==> src/rtl/ccag_consts.vh <==
`ifndef CCAG_CONSTS_VH
`define CCAG_CONSTS_VH
// Register byte offsets
`define CCAG_OFF_PMS        12'h000
`define CCAG_OFF_PTR        12'h004
`define CCAG_OFF_PAGE       12'h008
`define CCAG_OFF_BSTART     12'h00c
`define CCAG_OFF_BSIZE      12'h010
`define CCAG_OFF_AUX0       12'h014
`define CCAG_OFF_TMP0       12'h018
`define CCAG_OFF_CTRL       12'h01c
`define CCAG_OFF_CMD        12'h020
`define CCAG_OFF_ADDR       12'h024
`define CCAG_OFF_BUS        12'h028
`define CCAG_OFF_GSTART     12'h040
`define CCAG_OFF_GSIZE      12'h050
`define CCAG_OFF_GSTEP      12'h004
// Field positions
`define CCAG_PMS_CP_BIT     8
`define CCAG_CTRL_LEGACY    0
`define CCAG_CTRL_CIRCQ     1
// Reset values
`define CCAG_PMS_RST        16'h0000
// Pointer modes
`define CCAG_MODE_PLAIN     3'h0
`define CCAG_MODE_INC       3'h1
`define CCAG_MODE_DEC       3'h2
`define CCAG_MODE_ADD_AUX0  3'h3
`define CCAG_MODE_ADD_TMP0  3'h4
// Access kinds
`define CCAG_KIND_OPER      2'h0
`define CCAG_KIND_RD16      2'h1
`define CCAG_KIND_WR16      2'h2
`define CCAG_KIND_MV32      2'h3
`endif

==> src/rtl/ccag_step.v <==
`timescale 1ns/1ps
// Pointer step with linear or circular wrap
module ccag_step
(
  // Operands
  input  wire [15:0] ptr,
  input  wire [15:0] delta,
  input  wire [15:0] bsize,
  input  wire        circ,
  // Result
  output reg  [15:0] ptr_nxt
);
  reg [16:0] sum;
  reg [16:0] ext;
  // Linear wraps mod 64K, circular wraps in 0..size-1
  always @*
  begin
    sum = {1'b0, ptr} + {1'b0, delta};
    ext = {1'b0, ptr} + {delta[15], delta};
    if (!circ || bsize == 16'h0000)
      ptr_nxt = sum[15:0];
    else if (delta[15] && ext[16] == 1'b1 && ptr < (~delta + 16'h0001))
      ptr_nxt = ptr + delta + bsize;
    else if (!delta[15] && (sum >= {1'b0, bsize}))
      ptr_nxt = sum[15:0] - bsize;
    else
      ptr_nxt = sum[15:0];
  end
endmodule

==> src/rtl/ccag_top.v <==
`timescale 1ns/1ps
`include "ccag_consts.vh"
module ccag_top
#(
  parameter INT_LIMIT = 23'h010000
)
(
  // AHB-Lite slave
  input  wire        hclk,
  input  wire        hresetn,
  input  wire        hsel,
  input  wire [31:0] haddr,
  input  wire [1:0]  htrans,
  input  wire        hwrite,
  input  wire [2:0]  hsize,
  input  wire [31:0] hwdata,
  input  wire        hready,
  output wire [31:0] hrdata,
  output wire        hreadyout,
  output wire        hresp,
  // Address request from core
  input  wire        req_valid,
  input  wire [2:0]  req_mode,
  input  wire        req_wide,
  input  wire [1:0]  req_kind,
  input  wire        req_circq,
  input  wire        req_dual,
  // Generated address
  output reg         addr_valid_r,
  output reg  [22:0] addr_r,
  output reg         addr_err_r,
  output reg         coef_read_bus_r,
  output reg         primary_read_bus_r,
  output reg         secondary_read_bus_r,
  output reg         primary_write_bus_r,
  output reg         secondary_write_bus_r,
  output reg         dual_share_r,
  // Circular configuration for aux pointers
  output wire [7:0]  aux_ptr_circular_bit,
  output wire [15:0] buffer_start_ptr01,
  output wire [15:0] buffer_start_ptr23,
  output wire [15:0] buffer_start_ptr45,
  output wire [15:0] buffer_start_ptr67,
  output wire [15:0] buffer_size_ptr0to3,
  output wire [15:0] buffer_size_ptr4to7
);

////////////////////////////////////////////////////////////////////////
  // Registers
  reg [15:0] pointer_mode_status_r;
  reg [15:0] coefficient_pointer_r;
  reg [6:0]  coefficient_page_high_r;
  reg [15:0] coefficient_buffer_start_r;
  reg [15:0] coefficient_buffer_size_r;
  reg [15:0] aux_pointer_zero_r;
  reg [15:0] temp_register_zero_r;
  reg [1:0]  ctrl_r;
  reg [15:0] grp_start_r [0:3];
  reg [15:0] grp_size_r  [0:1];
  // AHB data-phase state
  reg        wr_pend_r;
  reg        rd_pend_r;
  reg [11:0] dph_addr_r;
  reg [31:0] hrdata_r;
  // Bus-issued command
  reg        cmd_pulse_r;
  reg [8:0]  cmd_r;

  // Mode bits from control and status
  wire legacy_compat_mode = ctrl_r[`CCAG_CTRL_LEGACY];
  wire coef_ptr_circular_bit = pointer_mode_status_r[`CCAG_PMS_CP_BIT];
  // Bus commands may be forced circular, like the qualifier
  wire circq_force = ctrl_r[`CCAG_CTRL_CIRCQ];

  // Aux pointer units read their mode bits and group registers here
  assign aux_ptr_circular_bit = pointer_mode_status_r[7:0];
  assign buffer_start_ptr01   = grp_start_r[0];
  assign buffer_start_ptr23   = grp_start_r[1];
  assign buffer_start_ptr45   = grp_start_r[2];
  assign buffer_start_ptr67   = grp_start_r[3];
  assign buffer_size_ptr0to3  = grp_size_r[0];
  assign buffer_size_ptr4to7  = grp_size_r[1];

////////////////////////////////////////////////////////////////////////
  // Request selection: core port or bus command
  // Core port wins when both ask in one cycle
  wire       go    = req_valid | cmd_pulse_r;
  wire [2:0] mode  = req_valid ? req_mode  : cmd_r[2:0];
  wire       wide  = req_valid ? req_wide  : cmd_r[3];
  wire [1:0] kind  = req_valid ? req_kind  : cmd_r[5:4];
  wire       circq = req_valid ? req_circq : (cmd_r[6] | circq_force);
  wire       dual  = req_valid ? req_dual  : cmd_r[7];

  // Circular decision
  wire circ = circq | coef_ptr_circular_bit;

  // Post-modification amount
  reg [15:0] delta;
  reg        mode_ok;
  always @*
  begin
    delta   = 16'h0000;
    mode_ok = 1'b1;
    case (mode)
      `CCAG_MODE_PLAIN:    delta = 16'h0000;
      `CCAG_MODE_INC:      delta = wide ? 16'h0002 : 16'h0001;
      `CCAG_MODE_DEC:      delta = wide ? 16'hfffe : 16'hffff;
      `CCAG_MODE_ADD_AUX0:
      begin
        delta   = aux_pointer_zero_r;
        mode_ok = legacy_compat_mode;
      end
      `CCAG_MODE_ADD_TMP0:
      begin
        delta   = temp_register_zero_r;
        mode_ok = ~legacy_compat_mode;
      end
      default: mode_ok = 1'b0;
    endcase
  end

  // Next pointer from the step unit; page is never an input
  wire [15:0] ptr_step;
  ccag_step i_ccag_step
  (
    .ptr     (coefficient_pointer_r),
    .delta   (delta),
    .bsize   (coefficient_buffer_size_r),
    .circ    (circ),
    .ptr_nxt (ptr_step)
  );

  // Address formed before the pointer changes
  wire [15:0] low_addr = circ ?
    coefficient_pointer_r + coefficient_buffer_start_r :
    coefficient_pointer_r;
  // Page register supplies the upper seven bits
  wire [22:0] full_addr = {coefficient_page_high_r, low_addr};
  // Coefficient bus has no path to external memory
  wire        is_ext = full_addr >= INT_LIMIT;

////////////////////////////////////////////////////////////////////////
  // Address and bus steering outputs
  always @(posedge hclk or negedge hresetn)
  begin
    if (!hresetn)
    begin
      addr_valid_r          <= 1'b0;
      addr_r                <= 23'h000000;
      addr_err_r            <= 1'b0;
      coef_read_bus_r       <= 1'b0;
      primary_read_bus_r    <= 1'b0;
      secondary_read_bus_r  <= 1'b0;
      primary_write_bus_r   <= 1'b0;
      secondary_write_bus_r <= 1'b0;
      dual_share_r          <= 1'b0;
    end
    else
    begin
      // Pulses drop each cycle unless a request lands
      addr_valid_r          <= go & mode_ok;
      addr_err_r            <= go & (~mode_ok |
                               (kind == `CCAG_KIND_OPER & is_ext));
      coef_read_bus_r       <= 1'b0;
      primary_read_bus_r    <= 1'b0;
      secondary_read_bus_r  <= 1'b0;
      primary_write_bus_r   <= 1'b0;
      secondary_write_bus_r <= 1'b0;
      dual_share_r          <= 1'b0;
      if (go & mode_ok)
      begin
        addr_r <= full_addr;
        case (kind)
          `CCAG_KIND_OPER:
          begin
            coef_read_bus_r <= ~is_ext;
            dual_share_r    <= dual;
          end
          `CCAG_KIND_RD16: primary_read_bus_r  <= 1'b1;
          `CCAG_KIND_WR16: primary_write_bus_r <= 1'b1;
          `CCAG_KIND_MV32:
          begin
            secondary_read_bus_r  <= 1'b1;
            primary_read_bus_r    <= 1'b1;
            secondary_write_bus_r <= 1'b1;
            primary_write_bus_r   <= 1'b1;
          end
          default: coef_read_bus_r <= 1'b0;
        endcase
      end
    end
  end

////////////////////////////////////////////////////////////////////////
  // AHB-Lite address phase capture
  wire       ahb_go   = hsel & hready & htrans[1];
  wire       bus_wr   = wr_pend_r;
  wire [11:0] woff    = dph_addr_r;
  // Command register write launches a request next cycle
  wire        cmd_wr  = bus_wr && woff == `CCAG_OFF_CMD;

  always @(posedge hclk or negedge hresetn)
  begin
    if (!hresetn)
    begin
      wr_pend_r  <= 1'b0;
      rd_pend_r  <= 1'b0;
      dph_addr_r <= 12'h000;
    end
    else
    begin
      wr_pend_r <= ahb_go & hwrite;
      rd_pend_r <= ahb_go & ~hwrite;
      if (ahb_go)
        dph_addr_r <= haddr[11:0];
    end
  end

  // Zero-wait slave, response always OKAY
  assign hreadyout = 1'b1;
  assign hresp     = 1'b0;
  assign hrdata    = hrdata_r;

  // Read mux, registered in address phase
  reg [31:0] rd_mux;
  always @*
  begin
    case (haddr[11:0])
      `CCAG_OFF_PMS:    rd_mux = {16'h0000, pointer_mode_status_r};
      `CCAG_OFF_PTR:    rd_mux = {16'h0000, coefficient_pointer_r};
      `CCAG_OFF_PAGE:   rd_mux = {25'h0000000, coefficient_page_high_r};
      `CCAG_OFF_BSTART: rd_mux = {16'h0000, coefficient_buffer_start_r};
      `CCAG_OFF_BSIZE:  rd_mux = {16'h0000, coefficient_buffer_size_r};
      `CCAG_OFF_AUX0:   rd_mux = {16'h0000, aux_pointer_zero_r};
      `CCAG_OFF_TMP0:   rd_mux = {16'h0000, temp_register_zero_r};
      `CCAG_OFF_CTRL:   rd_mux = {30'h00000000, ctrl_r};
      `CCAG_OFF_ADDR:   rd_mux = {9'h000, addr_r};
      `CCAG_OFF_BUS:    rd_mux = {25'h0000000, addr_err_r, dual_share_r,
                                  secondary_write_bus_r, primary_write_bus_r,
                                  secondary_read_bus_r, primary_read_bus_r,
                                  coef_read_bus_r};
      default:          rd_mux = 32'h00000000;
    endcase
  end

  // Read data launched at the address phase edge
  always @(posedge hclk or negedge hresetn)
  begin
    if (!hresetn)
      hrdata_r <= 32'h00000000;
    else if (ahb_go & ~hwrite)
      hrdata_r <= rd_mux;
  end

////////////////////////////////////////////////////////////////////////
  // Register writes and pointer update
  // Shared start registers, one per pointer pair
  genvar g;
  generate
    for (g = 0; g < 4; g = g + 1)
    begin : g_start
      always @(posedge hclk or negedge hresetn)
      begin
        if (!hresetn)
          grp_start_r[g] <= 16'h0000;
        else if (bus_wr && woff == `CCAG_OFF_GSTART + `CCAG_OFF_GSTEP * g)
          grp_start_r[g] <= hwdata[15:0];
      end
    end
    // Shared size registers, one per group of four
    for (g = 0; g < 2; g = g + 1)
    begin : g_size
      always @(posedge hclk or negedge hresetn)
      begin
        if (!hresetn)
          grp_size_r[g] <= 16'h0000;
        else if (bus_wr && woff == `CCAG_OFF_GSIZE + `CCAG_OFF_GSTEP * g)
          grp_size_r[g] <= hwdata[15:0];
      end
    end
  endgenerate

  always @(posedge hclk or negedge hresetn)
  begin
    if (!hresetn)
    begin
      pointer_mode_status_r      <= `CCAG_PMS_RST;
      coefficient_pointer_r      <= 16'h0000;
      coefficient_page_high_r    <= 7'h00;
      coefficient_buffer_start_r <= 16'h0000;
      coefficient_buffer_size_r  <= 16'h0000;
      aux_pointer_zero_r         <= 16'h0000;
      temp_register_zero_r       <= 16'h0000;
      ctrl_r                     <= 2'h0;
      cmd_pulse_r                <= 1'b0;
      cmd_r                      <= 9'h000;
    end
    else
    begin
      cmd_pulse_r <= cmd_wr;
      if (cmd_wr)
        cmd_r <= hwdata[8:0];
      // Post-modify after address; page never touched
      if (go & mode_ok)
        coefficient_pointer_r <= ptr_step;
      // Bus write comes last, so it wins over a same-cycle step
      if (bus_wr)
      begin
        case (woff)
          `CCAG_OFF_PMS:    pointer_mode_status_r <=
                              {7'h00, hwdata[8:0]};
          `CCAG_OFF_PTR:    coefficient_pointer_r <= hwdata[15:0];
          `CCAG_OFF_PAGE:   coefficient_page_high_r <= hwdata[6:0];
          `CCAG_OFF_BSTART: coefficient_buffer_start_r <= hwdata[15:0];
          `CCAG_OFF_BSIZE:  coefficient_buffer_size_r <= hwdata[15:0];
          `CCAG_OFF_AUX0:   aux_pointer_zero_r <= hwdata[15:0];
          `CCAG_OFF_TMP0:   temp_register_zero_r <= hwdata[15:0];
          `CCAG_OFF_CTRL:   ctrl_r <= hwdata[1:0];
          default:          ctrl_r <= ctrl_r;
        endcase
      end
    end
  end
endmodule

==> config.mk <==
export PLATFORM = sky130hd
export DESIGN_NAME = ccag_top
export DESIGN_NICKNAME = d
export VERILOG_FILES = /design/src/rtl/ccag_step.v /design/src/rtl/ccag_top.v
export VERILOG_INCLUDE_DIRS = /design/src /design/src/rtl
export SDC_FILE = /design/constraint.sdc
export NUM_CORES = 1
export LEC_CHECK = 0
export ABC_CLOCK_PERIOD_IN_PS = 5800
export BUFFER_PORTS_ARGS = -buffer_cell sky130_fd_sc_hd__clkbuf_2
export CAP_MARGIN = 0
export CORE_MARGIN = 5
export CORE_UTILIZATION = 25
export DETAILED_ROUTE_END_ITERATION = 12
export GPL_ROUTABILITY_DRIVEN = 0
export SLEW_MARGIN = 30
export SYNTH_ARGS = -nofsm -noshare
export SYNTH_HDL_FRONTEND = slang
export SYNTH_SLANG_ARGS = --single-unit
export TNS_END_PERCENT = 20
==> constraint.sdc <==
create_clock -name hclk -period 5.8 [get_ports hclk]
set_input_delay 0.29 -clock hclk [delete_from_list [all_inputs] [get_ports hclk]]
set_output_delay 0.29 -clock hclk [all_outputs]
set_load 0.05 [all_outputs]
# Word-level counts from Yosys, hierarchy flattened
# Cells that the tools add are included.
[totals] reg_bits=278 wordCells=138
[op_classes] magnitude_cmp=3 n_reduce_logical=28 n_eq_ne=30 muxes=27 bitwise=16 n_addsub=7
[op_table] cell="23-bit one-hot mux with 10 select lines" n=1
[op_table] cell="16-bit 2-to-1 mux" n=7
[op_table] cell="12-bit by 5-bit equality test with 1-bit output (second input constant)" n=8
[op_table] cell="12-bit by 7-bit equality test with 1-bit output (second input constant)" n=6
[op_table] cell="16-bit one-hot mux with 4 select lines" n=1
[op_table] cell="16-bit adder" n=3
[op_table] cell="12-bit by 4-bit equality test with 1-bit output (second input constant)" n=4
[op_table] cell="12-bit by 6-bit equality test with 1-bit output (second input constant)" n=3
[op_table] cell="12-bit by 3-bit equality test with 1-bit output (second input constant)" n=2
[op_table] cell="12-bit zero test" n=2
[op_table] cell="23-bit by 17-bit greater-or-equal comparator with 1-bit output (second input constant)" n=1
[op_table] cell="16-bit by 16-bit adder with 17-bit output" n=1
[op_table] cell="16-bit by 17-bit adder with 17-bit output" n=1
[op_table] cell="17-bit by 16-bit greater-or-equal comparator with 1-bit output" n=1
[op_table] cell="16-bit by 1-bit adder with 16-bit output (second input constant)" n=1
[op_table] cell="16-bit zero test" n=1
[op_table] cell="16-bit < comparator" n=1
[op_table] cell="16-bit NOT" n=1
[op_table] cell="16-bit subtractor" n=1
[op_table] cell="1-bit 2-to-1 mux" n=14
[op_table] cell="2-bit AND reduction" n=7
[op_table] cell="1-bit logical AND" n=10
[op_table] cell="1-bit AND" n=7
[op_table] cell="3-bit by 2-bit equality test with 1-bit output (second input constant)" n=2
[op_table] cell="other kinds (15)" n=25

# Longest topological paths before layout
# Gate-level depths: netlist of the first run.
[depth] ltp_word=12 mapped_depth=28

# Hierarchy
# A second synthesis of the first run with hierarchy kept.
[unflattened] hier_cells=1489 hier_area_um2=16113.0
[modules_own_cells] mod="ccag_top" cells_each=1066 area_per_inst_um2=12768.5 seq_area_each_um2=6731.5 n_inst=1
[modules_own_cells] mod="ccag_step" cells_each=423 area_per_inst_um2=3344.5 seq_area_each_um2=0.0 n_inst=1

# Least setup slack after synthesis of the first run
# OpenSTA, ideal clock, no wires.
[synth_timing] path_type="input-to-reg" startpoint="in req_valid" endpoint="reg coefficient_pointer_r[11]" stages=26 setup_slack_ns=0.632 arrival_time_ns=5.036 n_path_buf=2 cell_sequence="buf_4 > nor2_1 > a32o_1 > a22oi_1 > nor2_1 > a31oi_1 > inv_1 > ha_1 > fa_1 > a211oi_2 > o21ai_1 > a21oi_1 > o21bai_1 > a21oi_1 > o21bai_1 > xor2_1 > ha_1 > a21o_1 > a21oi_1 > or3b_1 > o221a_2 > a41oi_1 > a21oi_1 > buf_2 > a221oi_1 > a21oi_1"
[synth_between] elab_chain_len=12 elab_cells_between_ends=37 classes_between="add/sub (6); order compare (2); eq/ne (4); mux (13); bitwise (4); reduce/logical (8)"
[synth_rtl] item="start: declaration" line_no="ccag_top.v:22" rtl="input wire req_valid,"
[synth_rtl] item="3-bit 2-to-1 mux / 1-bit 2-to-1 mux (equally long branches)" line_no="ccag_top.v:88, ccag_top.v:89"
[synth_rtl] item="3-bit equality test, or another cell as far along" line_no="ccag_top.v:104" rtl="case (mode)"
[synth_rtl] item="16-bit one-hot mux with 4 select lines" line_no="ccag_top.v:104"
[synth_rtl] item="16-bit by 16-bit adder with 17-bit output / 16-bit NOT (equally long branches)" line_no="ccag_step.v:18, ccag_step.v:22"
[synth_rtl] item="17-bit by 16-bit greater-or-equal comparator with 1-bit output / 16-bit by 1-bit adder with 16-bit output (equally long branches)" line_no="ccag_step.v:24, ccag_step.v:22"
[synth_rtl] item="1-bit logical AND / 16-bit < comparator (equally long branches)" line_no="ccag_step.v:24, ccag_step.v:22"
[synth_rtl] item="16-bit 2-to-1 mux / 1-bit logical AND (equally long branches)" line_no="ccag_step.v:24, ccag_step.v:22"
[synth_rtl] item="16-bit 2-to-1 mux" line_no="ccag_step.v:22" rtl="else if (delta[15] && ext[16] == 1'b1 && ptr < (~delta + 16'h0001))"
[synth_rtl] item="16-bit 2-to-1 mux" line_no="ccag_step.v:20" rtl="if (!circ || bsize == 16'h0000)"
[synth_rtl] item="16-bit 2-to-1 mux (*)" line_no="ccag_top.v:304" rtl="if (go & mode_ok)"
[synth_rtl] item="16-bit 2-to-1 mux" line_no="ccag_top.v:309" rtl="case (woff)"
[synth_rtl] item="16-bit 2-to-1 mux (*)" line_no="ccag_top.v:307" rtl="if (bus_wr)"
[synth_rtl] item="end signal: assignment" line_no="ccag_top.v:305" rtl="coefficient_pointer_r <= ptr_step;"
[synth_rtl] item="end signal: assignment" line_no="ccag_top.v:312" rtl="`CCAG_OFF_PTR: coefficient_pointer_r <= hwdata[15:0];"
[synth_rtl] item="end: declaration" line_no="ccag_top.v:51" rtl="reg [15:0] coefficient_pointer_r;"
# Mark *: on every way between the ends. The rest lies on a longest branch, timed or not.
# A chain may end at the register's enable or synchronous reset.

# Final worst setup path of the first run
[layout_timing] startpoint="reg cmd_r[2]" endpoint="reg coefficient_pointer_r[3]"
[layout_between] elab_chain_len=12 elab_cells_between_ends=29 classes_between="add/sub (6); order compare (2); eq/ne (4); mux (9); bitwise (2); reduce/logical (6)"
[layout_rtl] item="start: declaration" line_no="ccag_top.v:67" rtl="reg [8:0] cmd_r;"
[layout_rtl] item="start signal: assignment" line_no="ccag_top.v:302" rtl="cmd_r <= hwdata[8:0];"
[layout_rtl] item="3-bit 2-to-1 mux (*)" line_no="ccag_top.v:88" rtl="wire [2:0] mode = req_valid ? req_mode : cmd_r[2:0];"
[layout_rtl] item="3-bit equality test, or another cell as far along" line_no="ccag_top.v:104"
[layout_rtl] item="16-bit one-hot mux with 4 select lines" line_no="ccag_top.v:104"
[layout_rtl] item="16-bit by 16-bit adder with 17-bit output / 16-bit NOT (equally long branches)" line_no="ccag_step.v:18, ccag_step.v:22"
[layout_rtl] item="17-bit by 16-bit greater-or-equal comparator with 1-bit output / 16-bit by 1-bit adder with 16-bit output (equally long branches)" line_no="ccag_step.v:24, ccag_step.v:22"
[layout_rtl] item="1-bit logical AND / 16-bit < comparator (equally long branches)" line_no="ccag_step.v:24, ccag_step.v:22"
[layout_rtl] item="16-bit 2-to-1 mux / 1-bit logical AND (equally long branches)" line_no="ccag_step.v:24, ccag_step.v:22"
[layout_rtl] item="16-bit 2-to-1 mux" line_no="ccag_step.v:22"
[layout_rtl] item="16-bit 2-to-1 mux" line_no="ccag_step.v:20"
[layout_rtl] item="16-bit 2-to-1 mux (*)" line_no="ccag_top.v:304"
[layout_rtl] item="16-bit 2-to-1 mux" line_no="ccag_top.v:309"
[layout_rtl] item="16-bit 2-to-1 mux (*)" line_no="ccag_top.v:307"
# Marked as above.

==> Flow_metrics.wiki, run 1 <==
{| class="wikitable"
! Metric !! Value
|-
| F_max || 178 MHz
|-
| Final standard cell utilization of the core || 30.8%
|-
| Category of the most critical setup path || flip-flop to flip-flop
|-
| Clock Path Buffers || 3
|-
| Data required time at the worst endpoint || 6.28 ns
|-
| Maximum single-stage delay on the critical path || 0.42 ns
|-
| Final Power || roughly 8 mW
|-
| Detailed Place HPWL || 39,900 um
|-
| Critical Path Sink Type || flip-flop
|-
| Final max-slew violation count || 0
|-
| Core Box Area || 61,800 sq um
|-
| Num rows || 91
|-
| Number of distinct library cells after synthesis || 78
|-
| Top cell type by total area after synthesis || dfrtp_1
|-
| Share of final-layout standard cells stronger than drive strength 1 || 32.7%
|-
| Startpoint type of the worst setup path || flip-flop
|-
| Number of H-tree levels || 1
|-
| Switching part of the total power || about 40%
|-
| Buffer cell driving the clock tree root || clkbuf_16
|-
| Floorplan die area || 67,600 sq um
|-
| Status || finished, final reports clean
|-
| Flop and latch count out of synthesis || 269
|-
| Seq. cell area || 6730 sq um
|-
| Fraction of power consumed by the clock network || 25.8%
|-
| Area of the mapped netlist || 15,600 sq um
|-
| Mean area per synthesized cell || 10.8 sq um
|-
| Final worst path period share || 96.9%
|-
| Number of I/O pins || 252
|-
| Post-synth EDFFs || 0
|-
| Layout area overhead || 21.8%
|-
| Buffer and inverter count on the worst path || 4
|-
| Effective utilization at floorplan || 25.3%
|-
| Leakage power || 8.90 nW
|-
| Number of DRC markers in iteration 0 || 920
|-
| Post-synth top flop || dfrtp_1
|-
| Area of combinational cells with multiple inputs || about 8500 sq um
|-
| Average wire per standard cell || 21.0 um
|-
| Clk slew on worst S/H paths || 0.07 ns
|-
| Filler Cells Inserted || roughly 6,300
|-
| Source-to-sink clock delay at the later pin of the worst-skew pair || 0.56 ns
|-
| Antenna diode instance count || 0
|-
| Number of clock sinks || 269
|-
| Via count of the first global-routing pass || 13,198
|-
| Number of warnings reported in the yosys synthesis log || 0
|-
| Tot GR Track Use || ~15%
|-
| Share of the synthesized area in the top cell type || 43.1%
|-
| Top cells by area, synth || dfrtp_1, mux2_2, ha_1
|-
| Pin count of the biggest net entering global routing || 137
|-
| Power density of the placed cells || ~420 nW/um^2
|-
| Number of antenna violations at the first check in global routing || 0
|-
| Share of synthesized area occupied by flip-flops and latches || 43.1%
|-
| Most frequently used cell type in the post-synthesis netlist || dfrtp_1
|-
| Die height || about 260 um
|-
| Actual transition at the worst max-transition pin || 0.957 ns
|-
| Max-slew headroom at the worst pin || 35.7%
|-
| Overall routed net length || ~53,000 um
|-
| Min-Delay Path Class || input pin to flip-flop
|-
| Largest delay share family, worst path || compound AO/OA/AOI/OAI gates
|-
| Internal power || 4.79 mW
|-
| Port bufs || 200
|-
| Global-route congestion overflow total || 0
|-
| Leading post-synthesis cells by instance count || dfrtp_1, mux2_2, a21oi_1, nor2_1, nand2_1
|-
| Length of the first detailed-routing pass in iterations || 6
|-
| Highest ir drop seen on vdd || 0.000240 V
|-
| Setup Skew || 0.0101 ns
|-
| Net load switching power || 3.23 mW
|-
| Setup violators final || 0
|-
| First-pass GRT wire length || 81,200 um
|-
| Worst endpoint data arrival time || a little over 6 ns
|-
| Period minus WS final || about 5.6 ns
|-
| Worst-path maximum fanout || 6
|-
| Synthesized instance count || about 1,500
|-
| Reported max-cap violation count || 0
|-
| Remaining antenna violation count after routing || 0
|-
| X dimension of the die || 260 um
|-
| Synth async-reset ratio || 100%
|-
| Most prevalent standard cell on the critical path || a21oi_1
|-
| Via count || 12,883
|-
| Power share of the sequential group || 29.0%
|-
| Clock buffer count from CTS || 28
|-
| CTS tree || yes
|-
| DR DRC count || 0
|-
| Comb power frac || ~45%
|-
| Vias per cell || 5.09
|-
| Total Nets Final || 1,851
|-
| Slowest stage cell on the critical path || dfrtp_1
|-
| Hold Fails Final Rpt || 0
|}
## worst register-to-register path, stage by stage (launching register included)
cell	delay [ns]
dfrtp_1	0.42
or3b_1	0.39
nand2_1	0.12
buf_4	0.14
a21oi_1	0.04
o21a_1	0.20
inv_1	0.13
ha_1	0.32
o21ai_0	0.30
o21ai_0	0.16
a31oi_1	0.37
o31ai_2	0.16
nand4_1	0.12
nand4b_1	0.10
a21o_1	0.20
xnor2_1	0.25
inv_1	0.08
ha_1	0.30
nand3_1	0.09
or4_1	0.40
o21bai_1	0.13
a21oi_1	0.08
a21oi_2	0.19
buf_4	0.16
nand2_1	0.14
o31a_1	0.37
a21oi_1	0.16
## worst paths after layout
path	endpoint	cells past startpoint	slack (ns)	startpoint
hold / removal	dph_addr_r[0]	2	0.02	haddr[0]
setup reg to reg	coefficient_pointer_r[3]	26	0.18	cmd_r[2]
setup / recovery	coefficient_pointer_r[3]	26	0.18	cmd_r[2]
hold reg to reg	hrdata[11]	1	0.48	hrdata[11]
min in group asynchronous	buffer_start_ptr45[0]	2	0.26	hresetn
max in group asynchronous	coefficient_buffer_start_r[14]	4	3.98	hresetn
## state kept, by name, summed over array words and instances (netlist names), 7 cells and up
register,flops
coefficient_buffer_size_r,16
aux_pointer_zero_r,16
coefficient_page_high_r,7
addr_r,23
coefficient_buffer_start_r,16
buffer_start_ptr45,16
buffer_size_ptr0to3,16
buffer_size_ptr4to7,16
dph_addr_r,12
hrdata,23
pointer_mode_status_r,9
buffer_start_ptr67,16
coefficient_pointer_r,16
buffer_start_ptr01,16
buffer_start_ptr23,16
temp_register_zero_r,16
cmd_r,8
## kinds of logic after synthesis
logic type	after synthesis	synth area share (%)
compound gates	342	14.4
simple gates	307	9.42
flops	269	43.1
mux	237	16.8
buf+inv	134	3.89
fa+ha+maj	97	8.68
xor+xnor	64	3.59
other cells	2	0.0481
## power groups by stage
stage / combinational (mW) / clock [mW] / sequential [mW]
floorplan: 2.32 / 0 / 2.48
global placement: 3.40 / 0 / 2.35
detailed placement: 3.48 / 0 / 2.35
CTS: 3.51 / 2.11 / 2.32
global route: 3.98 / 2.19 / 2.35
finish: 3.63 / 2.07 / 2.32
## per-layer routing
layer	vias up	routed length (um)	track usage (%)
met3	120	4020	3.39
li1	5718	-	-
met5	-	0	0
met4	0	1880	5.11
met2	488	25900	26.2
met1	6557	21500	19.1
## cell type report
cell class                 instances  share of cell area, %
tap                              837                   5.50
multi-input combinational       1058                   44.4
clock inverter                    13                   1.32
sequential                       269                   35.4
clock buffer                      39                   4.22
timing repair buffer             261                   8.09
inverter                          53                   1.05
## through the flow
stage | worst slack (ns) | setup TNS, ns | area (sq um) | hold WS (ns) | cells
CTS | 0.115 | 0 | 18900 | 0.00689 | 2527
floorplan | 0.632 | 0 | 15700 | -0.00559 | 1461
finish | 0.180 | 0 | 19000 | 0.0230 | 2530
global placement | 0.105 | 0 | 17700 | 0.462 | 2468
global route | -0.0593 | -0.247 | 19000 | 0.0156 | 2530
detailed placement | 0.0273 | 0 | 17800 | 0.464 | 2468
## cells in the final DEF (no fill, tap or decap), types with 47 or more instances in the layout
master and n:
mux2_2 206, buf_4 49, xnor2_1 47, inv_1 51, a21oi_1 110, nor2_1 87
dfrtp_1 268, clkbuf_2 199, ha_1 78, o21ai_0 51, nand2_1 83
## repair_timing
item	in CTS	in global routing
resized for setup	0	14
buffers inserted	0	2
setup endpoints to repair	0	16
endpoints found under the hold margin	139	0
hold buffers	7	0
No activity file was read; power rests on OpenSTA's default activity.
==> inputs of run 2 (changes only) <==
Settings changed: ABC_AREA set to 1.
==> Flow_metrics.wiki, run 2 <==
{| class="wikitable"
! Metric !! Value
|-
| Status || finished, final reports clean
|-
| Setup violators final || 0 (unchanged)
|-
| Share of final-layout standard cells stronger than drive strength 1 || 14.7% (-18 points)
|-
| Commonest cells after routing, fill and taps aside || nand2_1, dfrtp_1, o21ai_0
|-
| Floorplan die area || 71,900 sq um (+6.4%)
|-
| Global-route congestion overflow total || 0 (unchanged)
|-
| Worst endpoint data arrival time || 5.50 ns (-0.60 ns)
|-
| Length of the first detailed-routing pass in iterations || 5 (-1)
|-
| Number of clock sinks || 269 (unchanged)
|-
| Remaining antenna violation count after routing || 0 (unchanged)
|-
| Clk slew on worst S/H paths || 0.06 ns (about the same)
|-
| Most prevalent standard cell on the critical path || nand2_1
|-
| Number of distinct library cells after synthesis || 57 (-27%)
|-
| Highest ir drop seen on vdd || 0.000244 V (+1.3%)
|-
| Total negative slack for setup checks || 0 ns (unchanged)
|-
| Worst reg2reg path endpoint || coefficient_pointer_r[7]
|-
| Buffers inserted during post-CTS setup optimization || 0 (unchanged)
|-
| Via count || 15,286 (+19%)
|-
| Number of H-tree levels || 1 (unchanged)
|-
| Complex-gate fraction of the synthesized area || 15.0% (+0.55 points)
|-
| Post-synth top flop || dfrtp_1
|-
| Share of synthesized area occupied by flip-flops and latches || 40.4% (-2.7 points)
|-
| Data required time at the worst endpoint || 6.29 ns (about the same)
|-
| Average wire per standard cell || 18.2 um (-13%)
|-
| Core Box Area || 65,900 sq um (+6.5%)
|-
| Synth async-reset ratio || 100% (unchanged)
|-
| Top cell type by total area after synthesis || dfrtp_1
|-
| CTS tree || yes
|-
| Number of antenna violations at the first check in global routing || 9 (+9)
|-
| Met2 GRT Util || 26.4% (+0.26 points)
|-
| Top cells by area, synth || dfrtp_1, nand2_1, o21ai_0
|-
| Tot GR Track Use || 16.2% (+0.91 points)
|-
| Slowest stage cell on the critical path || fa_1
|-
| Dominant combinational cell family by area after synthesis || simple AND/OR/NAND/NOR gates
|-
| Total Nets Final || 2,543 (+37%)
|-
| Source-to-sink clock delay at the later pin of the worst-skew pair || 0.58 ns (+0.02 ns)
|-
| Overall routed net length || 59,300 um (+11%)
|-
| Minimum hold slack || 0.00805 ns (-0.0149 ns)
|-
| First-pass GRT wire length || 91,200 um (+12%)
|-
| Global-route layer with the greatest usage || met2
|-
| Mean area per synthesized cell || 7.68 sq um (-29%)
|-
| Post-synth EDFFs || 0 (unchanged)
|-
| Synthesized instance count || 2,169 (+49%)
|-
| Leakage power || 10.4 nW (+17%)
|-
| Vias per cell || 4.70 (-7.7%)
|-
| Setup Skew || 0.0162 ns (+0.00608 ns)
|-
| Category of the most critical setup path || flip-flop to flip-flop
|-
| Clock buffer count from CTS || 31 (+11%)
|-
| Period minus WS final || 5.01 ns (-0.612 ns)
|-
| CP endpoint || coefficient_pointer_r[7]
|-
| Share of the synthesized netlist area taken by xor and xnor gates || 2.31% (-1.3 points)
|-
| Min-Delay Path Class || input pin to flip-flop
|-
| Placement-stage cell area || 18,500 sq um (+4.2%)
|-
| X dimension of the die || 268 um (+3.1%)
|-
| Via count of the first global-routing pass || 14,875 (+13%)
|-
| Effective utilization at floorplan || 25.3% (about the same)
|-
| Final worst path period share || 86.3% (-11 points)
|-
| DR DRC count || 0 (unchanged)
|-
| Pin count of the biggest net entering global routing || 84 (-39%)
|-
| Unrepaired setup endpoints after global routing || no
|-
| Most frequently used cell type in the post-synthesis netlist || nand2_1
|-
| Area of the mapped netlist || 16,700 sq um (+6.6%)
|-
| F_max || 200 MHz (+12%)
|-
| Share of the synthesized area in the top cell type || 40.4% (-2.7 points)
|-
| Worst R2R Path Depth || 34 (+31%)
|-
| Startpoint type of the worst setup path || flip-flop
|-
| Commonest non-fill, non-tap cell in the layout || nand2_1
|-
| Port bufs || 200 (unchanged)
|-
| RR Startpoint || cmd_r[1]
|-
| Post-placement setup slack || 0.508 ns (+0.481 ns)
|-
| Hold Fails Final Rpt || 0 (unchanged)
|-
| Clock Path Buffers || 3 (unchanged)
|-
| Layout area overhead || 18.9%
|-
| Grt met3 use || 3.29% (-0.10 points)
|-
| Max-slew headroom at the worst pin || 40.2% (+4.5 points)
|-
| Adder-Cell Fraction of Synth Area || 8.14% (-0.54 points)
|-
| Actual transition at the worst max-transition pin || 0.895 ns (-0.0625 ns)
|-
| Number of DRC markers in iteration 0 || 1,301 (+41%)
|-
| Reported max-cap violation count || 0 (unchanged)
|-
| Final standard cell area without fillers || 19,800 sq um (+4.1%)
|-
| Filler Cells Inserted || 7,131 (+13%)
|-
| Simple-gate share of the synthesized area || 25.7% (+16 points)
|-
| Worst hold path depth || 3 (+1)
|-
| Routing usage on met1 || 21.9% (+2.8 points)
|-
| Maximum single-stage delay on the critical path || 0.43 ns (about the same)
|-
| Num rows || 94 (+3.3%)
|-
| Crit path from || cmd_r[1]
|-
| Power density of the placed cells || 418 nW/um^2 (-0.65%)
|-
| Die height || 268 um (+3.1%)
|-
| Number of I/O pins || 252 (unchanged)
|-
| Share of synthesized area spent on multiplexers || 0.195% (-17 points)
|-
| Number of warnings reported in the yosys synthesis log || 0 (unchanged)
|-
| Flop and latch count out of synthesis || 269 (unchanged)
|-
| Critical Path Sink Type || flip-flop
|-
| Setup slack after layout || 0.792 ns (+0.612 ns)
|-
| Leading post-synthesis cells by instance count || nand2_1, dfrtp_1, o21ai_0, inv_1, nand3_1
|-
| Final max-slew violation count || 0 (unchanged)
|-
| Buffer cell driving the clock tree root || clkbuf_16
|-
| Detailed Place HPWL || 45,000 um (+13%)
|-
| Reg-to-reg slack, setup || 0.79 ns (+0.61 ns)
|-
| Worst-path maximum fanout || 12 (+6)
|}
-- run 2: cell types whose count changed in the layout (fill, tap and decap cells not counted), sizes merged, moves of 19 or more --
cell | previous run | this run
nand2 | 84 | 646
o21ai | 57 | 265
mux2 | 207 | 2
inv | 52 | 228
nand3 | 19 | 134
nor2 | 96 | 133
xnor2 | 47 | 16
mux2i | 30 | 1
a21o | 30 | 4
nand4 | 5 | 29
buf | 55 | 33
a21oi | 114 | 95
-- run 2: how the worst min path moves through the flow --
| stage | from | end | slack (ns) |
|---|---|---|---|
| after global routing | hwdata[9] | coefficient_pointer_r[9] | 0.01 |
| after global placement | hresetn | buffer_size_ptr4to7[5] | 0.34 |
| after CTS | hwdata[7] | coefficient_pointer_r[7] | 0.008 |
| final | hwdata[9] | coefficient_pointer_r[9] | 0.008 |
| after floorplan | hresetn | addr_err_r | -0.006 |
| after detailed placement | hresetn | buffer_size_ptr4to7[5] | 0.33 |
-- run 2: what timing repair did --
action | in CTS | in global routing
hold endpoints to repair | 99 | 0
hold buffers | 20 | 0
resized for setup | 0 | 0
-- run 2: final cells by class --
class | count | area, sq um | area share [%]
flip-flops and latches | 269 | 6730 | 34.0
clock buffers | 47 | 896 | 4.52
clock inverters | 11 | 146 | 0.739
inverters | 226 | 853 | 4.31
repair buffers | 252 | 1460 | 7.39
diodes | 2 | 5.00 | 0.0253
multi-input cells | 1583 | 8630 | 43.6
well taps | 864 | 1080 | 5.46
-- run 2: logic make-up (layout without fill, tap and decap cells) --
group           count (synthesis)  count (layout)
buf+inv                       326             536
compound gates                441             441
mux                             3               3
xor+xnor                       44              44
simple gates                  987             987
flops                         269             269
other cells                     2              13
fa+ha+maj                      97              97
-- run 2: where the power goes --
part	total (mW)	leakage, nW	internal, mW	switching, mW
Sequential	2.35	2.71	2.04	0.307
Combinational	3.93	7.20	1.35	2.58
Clock	2.01	0.505	1.20	0.812
-- run 2: metal layers --
metal  routed length (um)  part of all wire, %
met1                25800                   44
met2                27000                   45
met3                 4510                  7.6
met4                 1930                  3.3
met5                   33                0.056
-- run 2: stage by stage --
stage,utilization [%],power [mW],std cells
global placement,28.1,6.22,3171
floorplan,-,5.16,2178
global route,30.1,8.92,3252
detailed placement,28.1,6.24,3174
CTS,30.0,8.29,3252
finish,30.1,8.29,3254
-- run 2: worst max-delay path: cells and delay by family, from the launching register on --
| kind | cells | cell delay, ns |
|---|---|---|
| AOI/OAI and AO/OA | 4 | 0.62 |
| and+or+nand+nor | 22 | 2.32 |
| DFF | 1 | 0.35 |
| adders and majority gates | 3 | 1.05 |
| xor gates and xnor gates | 1 | 0.25 |
| buffers and inverters | 4 | 0.32 |
==> inputs of run 3 (changes only) <==
Settings changed: CORE_UTILIZATION 25 to 58, CTS_BUF_LIST set to sky130_fd_sc_hd__clkbuf_16, PLACE_DENSITY set to 0.81.
==> Flow_metrics.wiki, run 3 (synthesis gave the netlist of run 2 again) <==
{| class="wikitable"
! Metric !! Value
|-
| Status || finished, final reports clean
|-
| Remaining antenna violation count after routing || 0 (unchanged)
|-
| Source-to-sink clock delay at the later pin of the worst-skew pair || 0.58 ns (about the same)
|-
| DR DRC count || 0 (unchanged)
|-
| Die height || 179 um (-33%)
|-
| Setup slack after layout || 0.793 ns (+0.00127 ns)
|-
| Startpoint type of the worst setup path || flip-flop
|-
| Final standard cell utilization of the core || 66.5% (+36 points)
|-
| Buffer and inverter count on the worst path || 2 (-2)
|-
| Leakage power || 10.3 nW (-0.84%)
|-
| Routed length on met1 || 20,900 um (-19%)
|-
| Worst R2R Path Depth || 29 (-15%)
|-
| Overall routed net length || 53,800 um (-9.3%)
|-
| Detailed Place HPWL || 39,200 um (-13%)
|-
| Share of final-layout standard cells stronger than drive strength 1 || 14.4% (-0.36 points)
|-
| Worst endpoint data arrival time || 5.50 ns (about the same)
|-
| Antenna diode instance count || 0 (-2)
|-
| Most prevalent standard cell on the critical path || nand2_1
|-
| Buffers inserted during post-CTS setup optimization || 0 (unchanged)
|-
| Number of I/O pins || 252 (unchanged)
|-
| Clk slew on worst S/H paths || 0.06 ns (about the same)
|-
| Largest delay share family, worst path || simple AND/OR/NAND/NOR gates
|-
| CTS tree || yes
|-
| Buffer cell driving the clock tree root || clkbuf_16
|-
| Floorplan die area || 32,200 sq um (-55%)
|-
| Clock buffer count from CTS || 29 (-6.5%)
|-
| Hold wc startpoint || hwdata[0]
|-
| Max-slew headroom at the worst pin || 34.8% (-5.4 points)
|-
| Sum of met3 wire segment lengths after detailed routing || 6000 um (+33%)
|-
| Average wire per standard cell || 19.5 um (+7.2%)
|-
| Worst-path maximum fanout || 12 (unchanged)
|-
| Effective utilization at floorplan || 58.3% (+33 points)
|-
| X dimension of the die || 179 um (-33%)
|-
| Worst hold endpoint || coefficient_pointer_r[0]
|-
| Setup Skew || 0.0142 ns (-0.00203 ns)
|-
| Final max-slew violation count || 0 (unchanged)
|-
| Via count || 16,128 (+5.5%)
|-
| Period minus WS final || 5.01 ns (-0.00127 ns)
|-
| Reg-to-reg slack, setup || 0.79 ns (about the same)
|-
| Min-Delay Path Class || input pin to flip-flop
|-
| Hold Fails Final Rpt || 0 (unchanged)
|-
| Final worst path period share || 86.3% (about the same)
|-
| Vias per cell || 5.85 (+25%)
|-
| Global-route congestion overflow total || 0 (unchanged)
|-
| Data required time at the worst endpoint || 6.29 ns (about the same)
|-
| Total Nets Final || 2,529 (-0.55%)
|-
| Tot GR Track Use || 32.5% (+16 points)
|-
| Via count of the first global-routing pass || 15,785 (+6.1%)
|-
| Number of DRC markers in iteration 0 || 1,957 (+50%)
|-
| Maximum single-stage delay on the critical path || 0.48 ns (+0.05 ns)
|-
| Slowest stage cell on the critical path || o211ai_4
|-
| Commonest cells after routing, fill and taps aside || nand2_1, dfrtp_1, o21ai_0
|-
| Pin count of the biggest net entering global routing || 133 (+58%)
|-
| Port bufs || 200 (unchanged)
|-
| Length of the first detailed-routing pass in iterations || 8 (+3)
|-
| Setup violators final || 0 (unchanged)
|-
| Power density of the placed cells || 424 nW/um^2 (+1.3%)
|-
| Post-placement setup slack || 0.557 ns (+0.0489 ns)
|-
| Number of clock sinks || 269 (unchanged)
|-
| F_max || 200 MHz (about the same)
|-
| Highest ir drop seen on vdd || 0.000226 V (-7.3%)
|-
| Worst hold path depth || 3 (unchanged)
|-
| Core Box Area || 28,500 sq um (-57%)
|-
| Total negative slack for setup checks || 0 ns (unchanged)
|-
| Number of antenna violations at the first check in global routing || 5 (-4)
|-
| Clock Path Buffers || 3 (unchanged)
|-
| Commonest non-fill, non-tap cell in the layout || nand2_1
|-
| Actual transition at the worst max-transition pin || 0.976 ns (+0.0811 ns)
|-
| Highest routed metal layer || met4
|-
| Unrepaired setup endpoints after global routing || no
|-
| Detailed route wirelength on metal2 || 23,400 um (-13%)
|-
| RR Startpoint || cmd_r[2]
|-
| Worst reg2reg path endpoint || coefficient_pointer_r[8]
|-
| Critical Path Sink Type || flip-flop
|-
| Layout area overhead || 14.1%
|-
| Number of H-tree levels || 1 (unchanged)
|-
| Category of the most critical setup path || flip-flop to flip-flop
|-
| Reported max-cap violation count || 0 (unchanged)
|-
| First-pass GRT wire length || 85,600 um (-6.1%)
|-
| Num rows || 62 (-34%)
|}
## run 3: changes by cell type in the layout (fill, tap and decap cells not counted), moves of 2 or more
| cell | change |
|---|---|
| clkbuf_8 | -6 |
| clkbuf_16 | -2 |
| clkinv_1 | +5 |
| inv_1 | +5 |
| clkinv_2 | +4 |
| buf_4 | -10 |
| diode_2 | -2 |
| clkbuf_1 | -10 |
| dlygate4sd3_1 | -2 |
## run 3: metal layers
layer	GRT usage (%)	vias up
met1	43.3	7453
met3	7.88	253
met2	49.7	961
met4	17.2	0
met5	0	-
li1	-	7461
## run 3: power by group
part           internal [mW]  leakage (nW)  switching, mW  total [mW]
sequential              2.04          2.71          0.306        2.35
clock                   1.00         0.474          0.796        1.80
combinational           1.35          7.14           2.55        3.90
## run 3: how the worst max path moves through the flow
stage	end	cells after the start	slack, ns	startpoint
floorplan	coefficient_pointer_r[10]	36	1.62	req_valid
global placement	coefficient_pointer_r[8]	36	0.68	req_valid
detailed placement	coefficient_pointer_r[8]	36	0.56	req_valid
CTS	coefficient_pointer_r[8]	29	0.95	cmd_r[2]
global route	coefficient_pointer_r[5]	34	0.43	cmd_r[1]
finish	coefficient_pointer_r[8]	29	0.79	cmd_r[2]
## run 3: timing repair
| item | 4_1_cts | 5_1_grt |
|---|---|---|
| gates resized for setup | 0 | 0 |
| endpoints found under the hold margin | 147 | 0 |
| hold buffers | 18 | 0 |
## run 3: per-stage QoR
stage	total power [mW]	area, sq um	hold WS [ns]	instances
2_1_floorplan	5.16	16700	-0.00559	2178
3_3_place_gp	6.06	17800	0.463	2679
3_5_place_dp	6.14	17800	0.465	2682
4_1_cts	7.96	18900	0.000829	2753
5_1_grt	8.62	19000	0.0123	2755
6_report	8.05	19000	0.00866	2755
## run 3: worst min-delay path, delay by kind of cell
| kind | cells | cell delay, ns |
|---|---|---|
| buffers and inverters | 1 | 0.09 |
| and+or+nand+nor | 1 | 0.05 |
| AOI/OAI and AO/OA | 1 | 0.10 |
## run 3: area by class of cell
type / count / area (sq um)
clock buffer: 29 / 726
clock inverter: 24 / 186
fill: 2433 / 9550
multi-input combinational: 1583 / 8640
inverter: 226 / 853
timing repair buffer: 240 / 1380
tap: 384 / 480
sequential: 269 / 6730
